$ cat src/iocg_pkg.sv
// constants and types for the io cell group gearbox and tri-state path
package iocg_pkg;
  // ==========================================================
  // gearbox modes
  typedef enum logic [2:0] {
    IOCG_MODE_VIDEO7 = 3'b001,
    IOCG_MODE_EIGHT = 3'b010,
    IOCG_MODE_FOUR = 3'b100
  } iocg_mode_t;

  // ==========================================================
  // widths and counts
  localparam int IOCG_WORD_W = 8;
  localparam int IOCG_LANE_W = 4;
  localparam int IOCG_FIFO_DEPTH = 4;
  localparam logic [2:0] IOCG_LAST_VIDEO7 = 3'h6;
  localparam logic [2:0] IOCG_LAST_EIGHT = 3'h7;
  localparam logic [2:0] IOCG_LAST_FOUR = 3'h3;
  localparam logic [2:0] IOCG_CNT_RESET = 3'h0;
  localparam logic [7:0] IOCG_WORD_RESET = 8'h00;
  localparam logic IOCG_OE_RESET = 1'b0;
  localparam logic IOCG_RIGHT_EDGE_DEFAULT = 1'b1;

  // last bit index of a word for a mode
  function automatic logic [2:0] iocg_last_bit(input iocg_mode_t mode);
    logic [2:0] last;
    last = IOCG_LAST_EIGHT;
    unique case (mode)
      IOCG_MODE_VIDEO7: last = IOCG_LAST_VIDEO7;
      IOCG_MODE_EIGHT: last = IOCG_LAST_EIGHT;
      IOCG_MODE_FOUR: last = IOCG_LAST_FOUR;
      default: last = IOCG_LAST_EIGHT;
    endcase
    return last;
  endfunction : iocg_last_bit
endpackage : iocg_pkg

$ cat src/iocg_fifo_if.sv
// word stream between gearbox and its output fifo
`timescale 1ns/10ps
interface iocg_fifo_if #(parameter int WIDTH = 8);
  logic wrValid;
  logic wrReady;
  logic [WIDTH-1:0] wrData;
  logic rdValid;
  logic rdReady;
  logic [WIDTH-1:0] rdData;
  modport fifo (input wrValid, input wrData, output wrReady,
                output rdValid, output rdData, input rdReady);
  modport user (output wrValid, output wrData, input wrReady,
                input rdValid, input rdData, output rdReady);
endinterface : iocg_fifo_if

$ cat src/iocg_fifo.sv
// small word fifo for the parallel gearbox output
`timescale 1ns/10ps
module iocg_fifo #(
  parameter int WIDTH = 8,
  parameter int DEPTH = 4
) (
  input wire logic ref_clk,
  input wire logic nrst,
  iocg_fifo_if.fifo port
);
  localparam int AW = $clog2(DEPTH);
  logic [WIDTH-1:0] mem [DEPTH];
  logic [AW-1:0] wrPtr;
  logic [AW-1:0] rdPtr;
  logic [AW:0] count;
  logic doWr;
  logic doRd;

  assign port.wrReady = (count != (AW+1)'(DEPTH));
  assign port.rdValid = (count != '0);
  assign port.rdData = mem[rdPtr];
  assign doWr = port.wrValid && port.wrReady;
  assign doRd = port.rdValid && port.rdReady;

  always_ff @(posedge ref_clk) begin
    if (doWr) begin
      mem[wrPtr] <= port.wrData;
    end
  end

  always_ff @(posedge ref_clk) begin
    if (!nrst) begin
      wrPtr <= '0;
      rdPtr <= '0;
      count <= '0;
    end else begin
      if (doWr) begin
        wrPtr <= (wrPtr == AW'(DEPTH - 1)) ? '0 : wrPtr + 1'b1;
      end
      if (doRd) begin
        rdPtr <= (rdPtr == AW'(DEPTH - 1)) ? '0 : rdPtr + 1'b1;
      end
      count <= count + (AW+1)'(doWr) - (AW+1)'(doRd);
    end
  end
endmodule : iocg_fifo

$ cat src/iocg_top.sv
// input gearbox and tri-state register path of one io cell group
`timescale 1ns/10ps
module iocg_top #(
  parameter logic RIGHT_EDGE = iocg_pkg::IOCG_RIGHT_EDGE_DEFAULT
) (
  input wire logic ref_clk,
  input wire logic nrst,
  input wire logic fastEdgeEn,
  input wire logic [2:0] gearMode,
  input wire logic serialFirst,
  input wire logic serialThird,
  input wire logic word_align_request,
  input wire logic wordReady,
  output logic wordValid,
  output logic [7:0] wordData,
  output logic gearReady,
  output logic wordDropped,
  input wire logic core_tristate_ctrl_in,
  input wire logic ddr_tristate_ctrl_in,
  input wire logic ddrMemMode,
  input wire logic write_strobe_quarter_shift_clock,
  output logic tristateOe
);
  // ==========================================================
  // gearbox
  iocg_pkg::iocg_mode_t mode;
  iocg_pkg::iocg_mode_t modeQ;
  logic [2:0] bitCnt;
  logic [2:0] lastBit;
  logic [7:0] shiftFirst;
  logic [3:0] shiftThird;
  logic [7:0] next_word;
  logic alignQ;
  logic slipPending;
  logic slipNow;
  logic wordDone;
  logic pushValid;
  logic [7:0] pushWord;
  iocg_fifo_if #(.WIDTH(iocg_pkg::IOCG_WORD_W)) fifoBus ();

  // illegal mode codes fall back to eight-bit
  always_comb begin
    unique case (gearMode)
      iocg_pkg::IOCG_MODE_VIDEO7: mode = iocg_pkg::IOCG_MODE_VIDEO7;
      iocg_pkg::IOCG_MODE_FOUR: mode = iocg_pkg::IOCG_MODE_FOUR;
      default: mode = iocg_pkg::IOCG_MODE_EIGHT;
    endcase
  end

  assign lastBit = iocg_pkg::iocg_last_bit(mode);
  assign slipNow = slipPending && fastEdgeEn;
  assign wordDone = fastEdgeEn && !slipPending && (bitCnt == lastBit);

  // serial bits enter on fast edge enable, newest in bit 0
  always_ff @(posedge ref_clk) begin
    if (!nrst) begin
      shiftFirst <= iocg_pkg::IOCG_WORD_RESET;
      shiftThird <= iocg_pkg::IOCG_WORD_RESET[3:0];
    end else if (fastEdgeEn) begin
      shiftFirst <= {shiftFirst[6:0], serialFirst};
      shiftThird <= {shiftThird[2:0], serialThird};
    end
  end

  // request edge arms a one-bit slip; a new edge wins over consumption
  always_ff @(posedge ref_clk) begin
    if (!nrst) begin
      alignQ <= 1'b0;
      slipPending <= 1'b0;
    end else begin
      alignQ <= word_align_request;
      if (word_align_request && !alignQ) begin
        slipPending <= 1'b1;
      end else if (slipNow) begin
        slipPending <= 1'b0;
      end
    end
  end

  // holding the count for one bit moves the boundary by one bit
  always_ff @(posedge ref_clk) begin
    if (!nrst) begin
      bitCnt <= iocg_pkg::IOCG_CNT_RESET;
      modeQ <= iocg_pkg::IOCG_MODE_EIGHT;
    end else begin
      modeQ <= mode;
      if (mode != modeQ) begin
        bitCnt <= iocg_pkg::IOCG_CNT_RESET;
      end else if (fastEdgeEn && !slipPending) begin
        bitCnt <= (bitCnt == lastBit) ? iocg_pkg::IOCG_CNT_RESET : bitCnt + 3'h1;
      end
    end
  end

  always_comb begin
    next_word = iocg_pkg::IOCG_WORD_RESET;
    unique case (mode)
      iocg_pkg::IOCG_MODE_VIDEO7: next_word = {1'b0, shiftFirst[5:0], serialFirst};
      iocg_pkg::IOCG_MODE_EIGHT: next_word = {shiftFirst[6:0], serialFirst};
      iocg_pkg::IOCG_MODE_FOUR: next_word = {shiftFirst[2:0], serialFirst,
                                            shiftThird[2:0], serialThird};
      default: next_word = {shiftFirst[6:0], serialFirst};
    endcase
  end

  // a word pushed while the fifo is full is lost and flagged the next cycle
  always_ff @(posedge ref_clk) begin
    if (!nrst) begin
      pushValid <= 1'b0;
      pushWord <= iocg_pkg::IOCG_WORD_RESET;
      wordDropped <= 1'b0;
    end else begin
      pushValid <= wordDone && (mode == modeQ);
      wordDropped <= pushValid && !fifoBus.wrReady;
      if (wordDone) begin
        pushWord <= next_word;
      end
    end
  end

  assign fifoBus.wrValid = pushValid;
  assign fifoBus.wrData = pushWord;
  assign fifoBus.rdReady = wordReady;
  assign wordValid = fifoBus.rdValid;
  assign wordData = fifoBus.rdData;
  assign gearReady = fifoBus.wrReady;

  iocg_fifo #(
    .WIDTH(iocg_pkg::IOCG_WORD_W),
    .DEPTH(iocg_pkg::IOCG_FIFO_DEPTH)
  ) u_fifo (
    .ref_clk(ref_clk),
    .nrst(nrst),
    .port(fifoBus.fifo)
  );

  // ==========================================================
  // tri-state register path
  logic sdrReg;
  logic ddrFirst;
  logic strobeReg;
  logic ddrActive;

  // ddr stage exists only on the right edge; elsewhere mode pin is ignored
  assign ddrActive = RIGHT_EDGE && ddrMemMode;

  always_ff @(posedge ref_clk) begin
    if (!nrst) begin
      sdrReg <= iocg_pkg::IOCG_OE_RESET;
      ddrFirst <= iocg_pkg::IOCG_OE_RESET;
    end else begin
      sdrReg <= core_tristate_ctrl_in;
      ddrFirst <= ddr_tristate_ctrl_in;
    end
  end

  // strobe arrives as an enable pulse in this single-clock build
  always_ff @(posedge ref_clk) begin
    if (!nrst) begin
      strobeReg <= iocg_pkg::IOCG_OE_RESET;
    end else if (write_strobe_quarter_shift_clock) begin
      strobeReg <= ddrFirst;
    end
  end

  assign tristateOe = ddrActive ? strobeReg : sdrReg;
endmodule : iocg_top

$ cat config.mk
export PLATFORM = sky130hd
export DESIGN_NAME = iocg_top
export DESIGN_NICKNAME = d
export VERILOG_FILES = /design/src/iocg_pkg.sv /design/src/iocg_fifo_if.sv /design/src/iocg_fifo.sv /design/src/iocg_top.sv
export SDC_FILE = /design/constraint.sdc
export NUM_CORES = 1
export LEC_CHECK = 0
export ABC_AREA = 1
export BUFFER_PORTS_ARGS = -buffer_cell sky130_fd_sc_hd__buf_2
export CAP_MARGIN = 15
export CORE_MARGIN = 1.5
export CORE_UTILIZATION = 63
export CTS_CLUSTER_SIZE = 14
export DETAILED_ROUTE_END_ITERATION = 8
export GPL_TIMING_DRIVEN = 1
export PLACE_DENSITY = 0.81
export SYNTH_ARGS = -nofsm -noshare
export SYNTH_HDL_FRONTEND = slang
export SYNTH_SLANG_ARGS = --single-unit
$ cat constraint.sdc
create_clock -name ref_clk -period 3.72 [get_ports ref_clk]
set_input_delay 0.372 -clock ref_clk [delete_from_list [all_inputs] [get_ports ref_clk]]
set_output_delay 0.372 -clock ref_clk [all_outputs]
set_load 0.02 [all_outputs]
==> results.sh, run 1 <==
export IMPL_outcome="finished, final reports clean"
export IMPL_startpoint_type="flip-flop"
export IMPL_rsz0062_at_grt="no"
export IMPL_final_core_util_pct=71.7
export IMPL_worstPathArrival_ns=1.81
export IMPL_synth_cells=319
export IMPL_grt_pass1_vias=1905
export IMPL_cp_num_cells=4
export IMPL_hold_class="in -> reg"
export IMPL_dp_cells=402
export IMPL_tightest_slew_ns=0.741
export IMPL_grt_ovfl_total=0
export IMPL_critPathKind="reg -> out"
export IMPL_yosysSeqAreaShare_pct=57.4
export IMPL_p_per_area_nw_per_um2=542
export IMPL_synth_ff_type="dfxtp_1"
export IMPL_die_area_um2=5300
export IMPL_setup_viol=0
export IMPL_reg2reg_to="u_fifo.count[2]"
export IMPL_htreeDepth=3
export IMPL_comb_power_share_pct=22.0
export IMPL_grtUsageTotal_pct=21.3
export IMPL_yosys_warnings=0
export IMPL_worstPathRequired_ns=3.35
export IMPL_p_clk_share_pct=28.9
export IMPL_synth_seq_cells=72
export IMPL_cts_tree="built"
export IMPL_post_cts_buffers=0
export IMPL_ant_nets=0
export IMPL_numPortBuffers=25
export IMPL_die_h_um=72.8
export IMPL_cts_resized=0
export IMPL_dp_hpwl_um=3420
export IMPL_synth_fp_nets=341
export IMPL_ir_drop_uv=299
export IMPL_drt_total_wl_um=5090
export IMPL_fin_hold_ws_ns=0.214
export IMPL_fmax_mhz=458
export IMPL_reg2reg_depth=8
export IMPL_switchingPower_uw=589
export IMPL_final_cell_count_no_fill=418
export IMPL_r2r_start="u_fifo.count[1]"
export IMPL_period_share_pct=58.6
export IMPL_max_cap_viol_count=0
export IMPL_grt_pass1_wl_um=8510
export IMPL_core_area_um2=4720
export IMPL_crit_fanout=17
export IMPL_internal_power_mw=1.25
export IMPL_drtIter0Drc=139
export IMPL_cts_buffers=9
export IMPL_finalHoldViolCount=0
export IMPL_syn_area_um2=3070
export IMPL_initial_core_util_pct=65.0
export IMPL_drive_above_1_share_pct=19.9
export IMPL_num_rows=25
export IMPL_synth_edf_count=32
export IMPL_clock_sinks=72
export IMPL_synthArstFlopShare_pct=0
export IMPL_finClkSkew_ns=0.00684
export IMPL_r2r_setup_slack_ns=1.88
export IMPL_chipWidth_um=72.8
export IMPL_drc=0
export IMPL_routed_via_density=5.02
export IMPL_swShare_pct=32.1
export IMPL_critPathBufInv=2
export IMPL_vias=2097
export IMPL_synthToLayoutAreaGrowth_pct=10.3
export IMPL_period_needed_ns=2.18
export IMPL_wl_per_cell_um=12.2
export IMPL_place_gp_congestion=0.757
export IMPL_synth_cell_types=31
export IMPL_cts_buffer_depth=2
export IMPL_grt_max_degree=33
export IMPL_path_delay_family="flip-flops"
export IMPL_slowest_stage="dfxtp_1"
export IMPL_p_seq_share_pct=49.0
export IMPL_firstDrtPassIters=5
export IMPL_insertion_delay_ns=0.34
export IMPL_cts_clk_slew_worst_paths_ns=0.07
export IMPL_clock_root_buffer="clkbuf_8"
export IMPL_critPathMaxStageDelay_ns=0.61
export IMPL_syn_area_per_cell_um2=9.63
export IMPL_relSlewSlack_pct=50.4
export IMPL_cp_end_kind="primary output"
export IMPL_leakage_nw=1.41
export IMPL_grt_antenna_before_repair=0
export IMPL_crit_path_end="wordData[7]"
export IMPL_maxSlewViolCount=0
export IMPL_num_antenna_cells=0
export IMPL_power_mw=1.83
export IMPL_tns_ns=0
export IMPL_hold_buffers=0
export IMPL_nNetsFinal=368
export IMPL_worstPathCellList="inv_1 > o21ai_0 > o22ai_1 > buf_2"
export IMPL_io_pin_count=26
## Yosys cell counts (3+ instances only)
cell | n | area share [%]
nor2_2 | 18 | 3.7
nand2_2 | 3 | 0.61
clkbuf_1 | 4 | 0.49
nand2_1 | 41 | 5.0
nand3_1 | 6 | 0.98
nand2_4 | 4 | 1.5
dfxtp_1 | 40 | 26
inv_1 | 44 | 5.4
o21ai_0 | 39 | 6.4
edfxtp_1 | 32 | 31
o22ai_1 | 8 | 1.6
nor2_1 | 41 | 5.0
xor2_1 | 3 | 0.86
a21oi_1 | 9 | 1.5
ha_1 | 7 | 2.9
## how the worst min path moves through the flow
stage,startpoint,end,slack (ns),depth (start not counted)
after floorplan,alignQ,slipPending,0.40,1
after global placement,alignQ,slipPending,0.41,1
after detailed placement,ddrFirst,strobeReg,0.42,2
after CTS,ddr_tristate_ctrl_in,ddrFirst,0.20,3
after global routing,ddr_tristate_ctrl_in,ddrFirst,0.22,3
final,core_tristate_ctrl_in,sdrReg,0.21,3
## state kept, by name, indices dropped and copies added (netlist names), 2 cells and up, named ones only
| signal | flops |
|---|---|
| shiftFirst | 7 |
| u_fifo.wrPtr | 2 |
| fifoBus.wrData | 8 |
| shiftThird | 3 |
| u_fifo.mem | 32 |
| u_fifo.count | 3 |
| modeQ | 3 |
| bitCnt | 3 |
| u_fifo.rdPtr | 2 |
## cell families (layout without fill, tap and decap cells)
family | Yosys count | count (layout) | synth area share [%]
AND/OR/NAND/NOR | 120 | 120 | 19.2
flip-flops | 72 | 72 | 57.4
AO/OA/AOI/OAI | 60 | 60 | 10.6
buffers and inverters | 53 | 85 | 7.50
adder cells (fa/ha/maj) | 8 | 8 | 3.50
XOR/XNOR | 5 | 5 | 1.43
multiplexers | 1 | 1 | 0.367
## routing by layer
metal	global-route usage (%)	vias up	wire (um)
met2	35.1	51	2500
met5	0	-	0
li1	-	1093	-
met1	27.0	951	2300
met4	11.3	0	25
met3	3.73	2	257
## power by group through the flow
stage               Sequential (mW)  Clock, mW  Combinational (mW)
floorplan                     0.899          0               0.310
global placement              0.915          0               0.389
detailed placement            0.918          0               0.404
CTS                           0.900      0.542               0.408
global route                  0.907      0.573               0.447
finish                        0.900      0.531               0.404
## through the flow
stage                     setup WS [ns]  area, um^2
after floorplan                    1.90        3070
after global placement             1.92        3210
after detailed placement           1.85        3210
after CTS                          1.51        3390
after global routing               1.37        3390
final                              1.54        3390
## worst min-delay path: stages
cell	delay [ns]
buf_2	0.07
nand2_1	0.04
inv_1	0.04
## area by class of cell
| class | instances | area [um^2] |
|---|---|---|
| fillers | 353 | 1340 |
| clock buffers | 9 | 124 |
| multi-input cells | 194 | 1080 |
| flip-flops and latches | 72 | 1760 |
| repair buffers | 25 | 125 |
| clock inverters | 7 | 48.8 |
| inverters | 44 | 165 |
| well taps | 67 | 83.8 |
## layout by cell type, fill, tap and decap left out, types with 7 or more instances in the layout
| master | count |
|---|---|
| inv_1 | 44 |
| nor2_1 | 41 |
| nand2_1 | 41 |
| dfxtp_1 | 40 |
| o21ai_0 | 39 |
| edfxtp_1 | 32 |
| buf_2 | 25 |
| nor2_2 | 18 |
| a21oi_1 | 9 |
| clkbuf_8 | 9 |
| o22ai_1 | 8 |
| ha_1 | 7 |
Note: power is estimated with default switching activity, not from simulation.
==> run 2: changes to the inputs <==
- CORE_UTILIZATION: 63 -> 59
- PLACE_DENSITY: 0.81 -> 0.77
- clock period: 3.72 -> 2.25 ns (I/O delays scaled with it)
==> results.sh, run 2 (synthesized netlist as in run 1, its figures left out) <==
export IMPL_worstPathArrival_ns=1.62
export IMPL_multi_input_area_um2=1080
export IMPL_max_cap_viol_count=0
export IMPL_tightest_slew_ns=0.654
export IMPL_grt_antenna_before_repair=0
export IMPL_max_flop_register="u_fifo.mem"
export IMPL_synthToLayoutAreaGrowth_pct=12.5
export IMPL_htreeDepth=3
export IMPL_drt_total_wl_um=4980
export IMPL_critPathKind="reg -> out"
export IMPL_num_antenna_cells=0
export IMPL_grt_pass1_wl_um=8450
export IMPL_io_pin_count=26
export IMPL_fmax_mhz=541
export IMPL_leakage_nw=1.45
export IMPL_finalHoldViolCount=0
export IMPL_mostFrequentLayoutCell="inv_1"
export IMPL_wl_per_cell_um=11.7
export IMPL_rsz0062_at_grt="no"
export IMPL_final_core_util_pct=68.0
export IMPL_drc=0
export IMPL_chipWidth_um=75.1
export IMPL_ant_nets=0
export IMPL_n_fill_cell=425
export IMPL_cts_buffer_depth=2
export IMPL_post_cts_buffers=0
export IMPL_final_cell_mix="inv_1, nor2_1, nand2_1"
export IMPL_cts_tree="built"
export IMPL_tns_ns=0
export IMPL_initial_core_util_pct=60.5
export IMPL_ir_drop_uv=528
export IMPL_place_gp_congestion=0.845
export IMPL_period_share_pct=82.1
export IMPL_grt_busiest_layer="met2"
export IMPL_gr_usage_met1_pct=25.5
export IMPL_reg2reg_to="u_fifo.count[2]"
export IMPL_clock_root_buffer="clkbuf_8"
export IMPL_drive_above_1_share_pct=20.6
export IMPL_routed_via_density=4.84
export IMPL_min_from="write_strobe_quarter_shift_clock"
export IMPL_use_met2_pct=33.0
export IMPL_die_area_um2=5650
export IMPL_setup_viol=0
export IMPL_fin_hold_ws_ns=0.0657
export IMPL_grtUsageTotal_pct=20.6
export IMPL_relSlewSlack_pct=56.2
export IMPL_die_h_um=75.1
export IMPL_vias=2051
export IMPL_crit_fanout=17
export IMPL_cts_clk_slew_worst_paths_ns=0.07
export IMPL_power_mw=3.24
export IMPL_cts_resized=0
export IMPL_cp_end_kind="primary output"
export IMPL_use_met3_pct=4.82
export IMPL_startpoint_type="flip-flop"
export IMPL_seq_area_um2=1760
export IMPL_largest_reg_flops=32
export IMPL_reg2reg_depth=8
export IMPL_dp_hpwl_um=3420
export IMPL_drtIter0Drc=117
export IMPL_firstDrtPassIters=4
export IMPL_p_per_area_nw_per_um2=939
export IMPL_numPortBuffers=25
export IMPL_num_rows=26
export IMPL_outcome="finished, final reports clean"
export IMPL_grt_ovfl_total=0
export IMPL_r2r_setup_slack_ns=0.46
export IMPL_finClkSkew_ns=0.00660
export IMPL_holdPathStages=2
export IMPL_clock_sinks=72
export IMPL_insertion_delay_ns=0.34
export IMPL_period_needed_ns=1.85
export IMPL_cts_buffers=9
export IMPL_core_area_um2=5070
export IMPL_grt_max_degree=33
export IMPL_r2r_start="u_fifo.count[1]"
export IMPL_grt_pass1_vias=1938
export IMPL_hold_buffers=0
export IMPL_nNetsFinal=371
export IMPL_hold_end="strobeReg"
export IMPL_worstPathRequired_ns=2.03
export IMPL_hold_class="in -> reg"
export IMPL_maxSlewViolCount=0
[run 2: final cells by class]
class                   count  share of cell area [%]
clock buffers              10                    3.70
clock inverters             6                    2.46
inverters                  44                    4.78
multi-input cells         194                    31.2
flip-flops and latches     72                    51.0
well taps                  70                    2.54
repair buffers             28                    4.28
[run 2: per-stage QoR]
| stage | std cells | worst slack [ns] | cell area [um^2] |
|---|---|---|---|
| after floorplan | 319 | 0.428 | 3070 |
| after global placement | 408 | 0.557 | 3240 |
| after detailed placement | 408 | 0.492 | 3240 |
| after CTS | 424 | 0.389 | 3450 |
| after global routing | 424 | 0.233 | 3450 |
| final | 424 | 0.403 | 3450 |
[run 2: routing by layer]
layer	wire length, um	vias to the layer above
met1	2340	918
met4	122	0
met2	2390	27
met3	131	10
li1	-	1096
met5	0	-
[run 2: worst max-delay path by stage]
stage	start	endpoint	slack, ns
after global routing	flip-flop	wordData[6]	0.23
final	flip-flop	wordData[5]	0.40
after global placement	u_fifo.count[1]	u_fifo.count[2]	0.56
after detailed placement	u_fifo.count[1]	u_fifo.count[2]	0.49
after floorplan	u_fifo.count[1]	u_fifo.count[2]	0.43
after CTS	flip-flop	wordData[5]	0.39
[run 2: report_power, final]
group | switching, mW | internal (mW)
registers | 0.0503 | 1.42
logic | 0.441 | 0.254
clock network | 0.461 | 0.620
[run 2: worst max-delay path: stages, from the launching register on]
cell,delay (ns)
dfxtp_1,0.30
buf_4,0.18
inv_1,0.34
o21ai_0,0.17
o22ai_1,0.12
buf_2,0.18
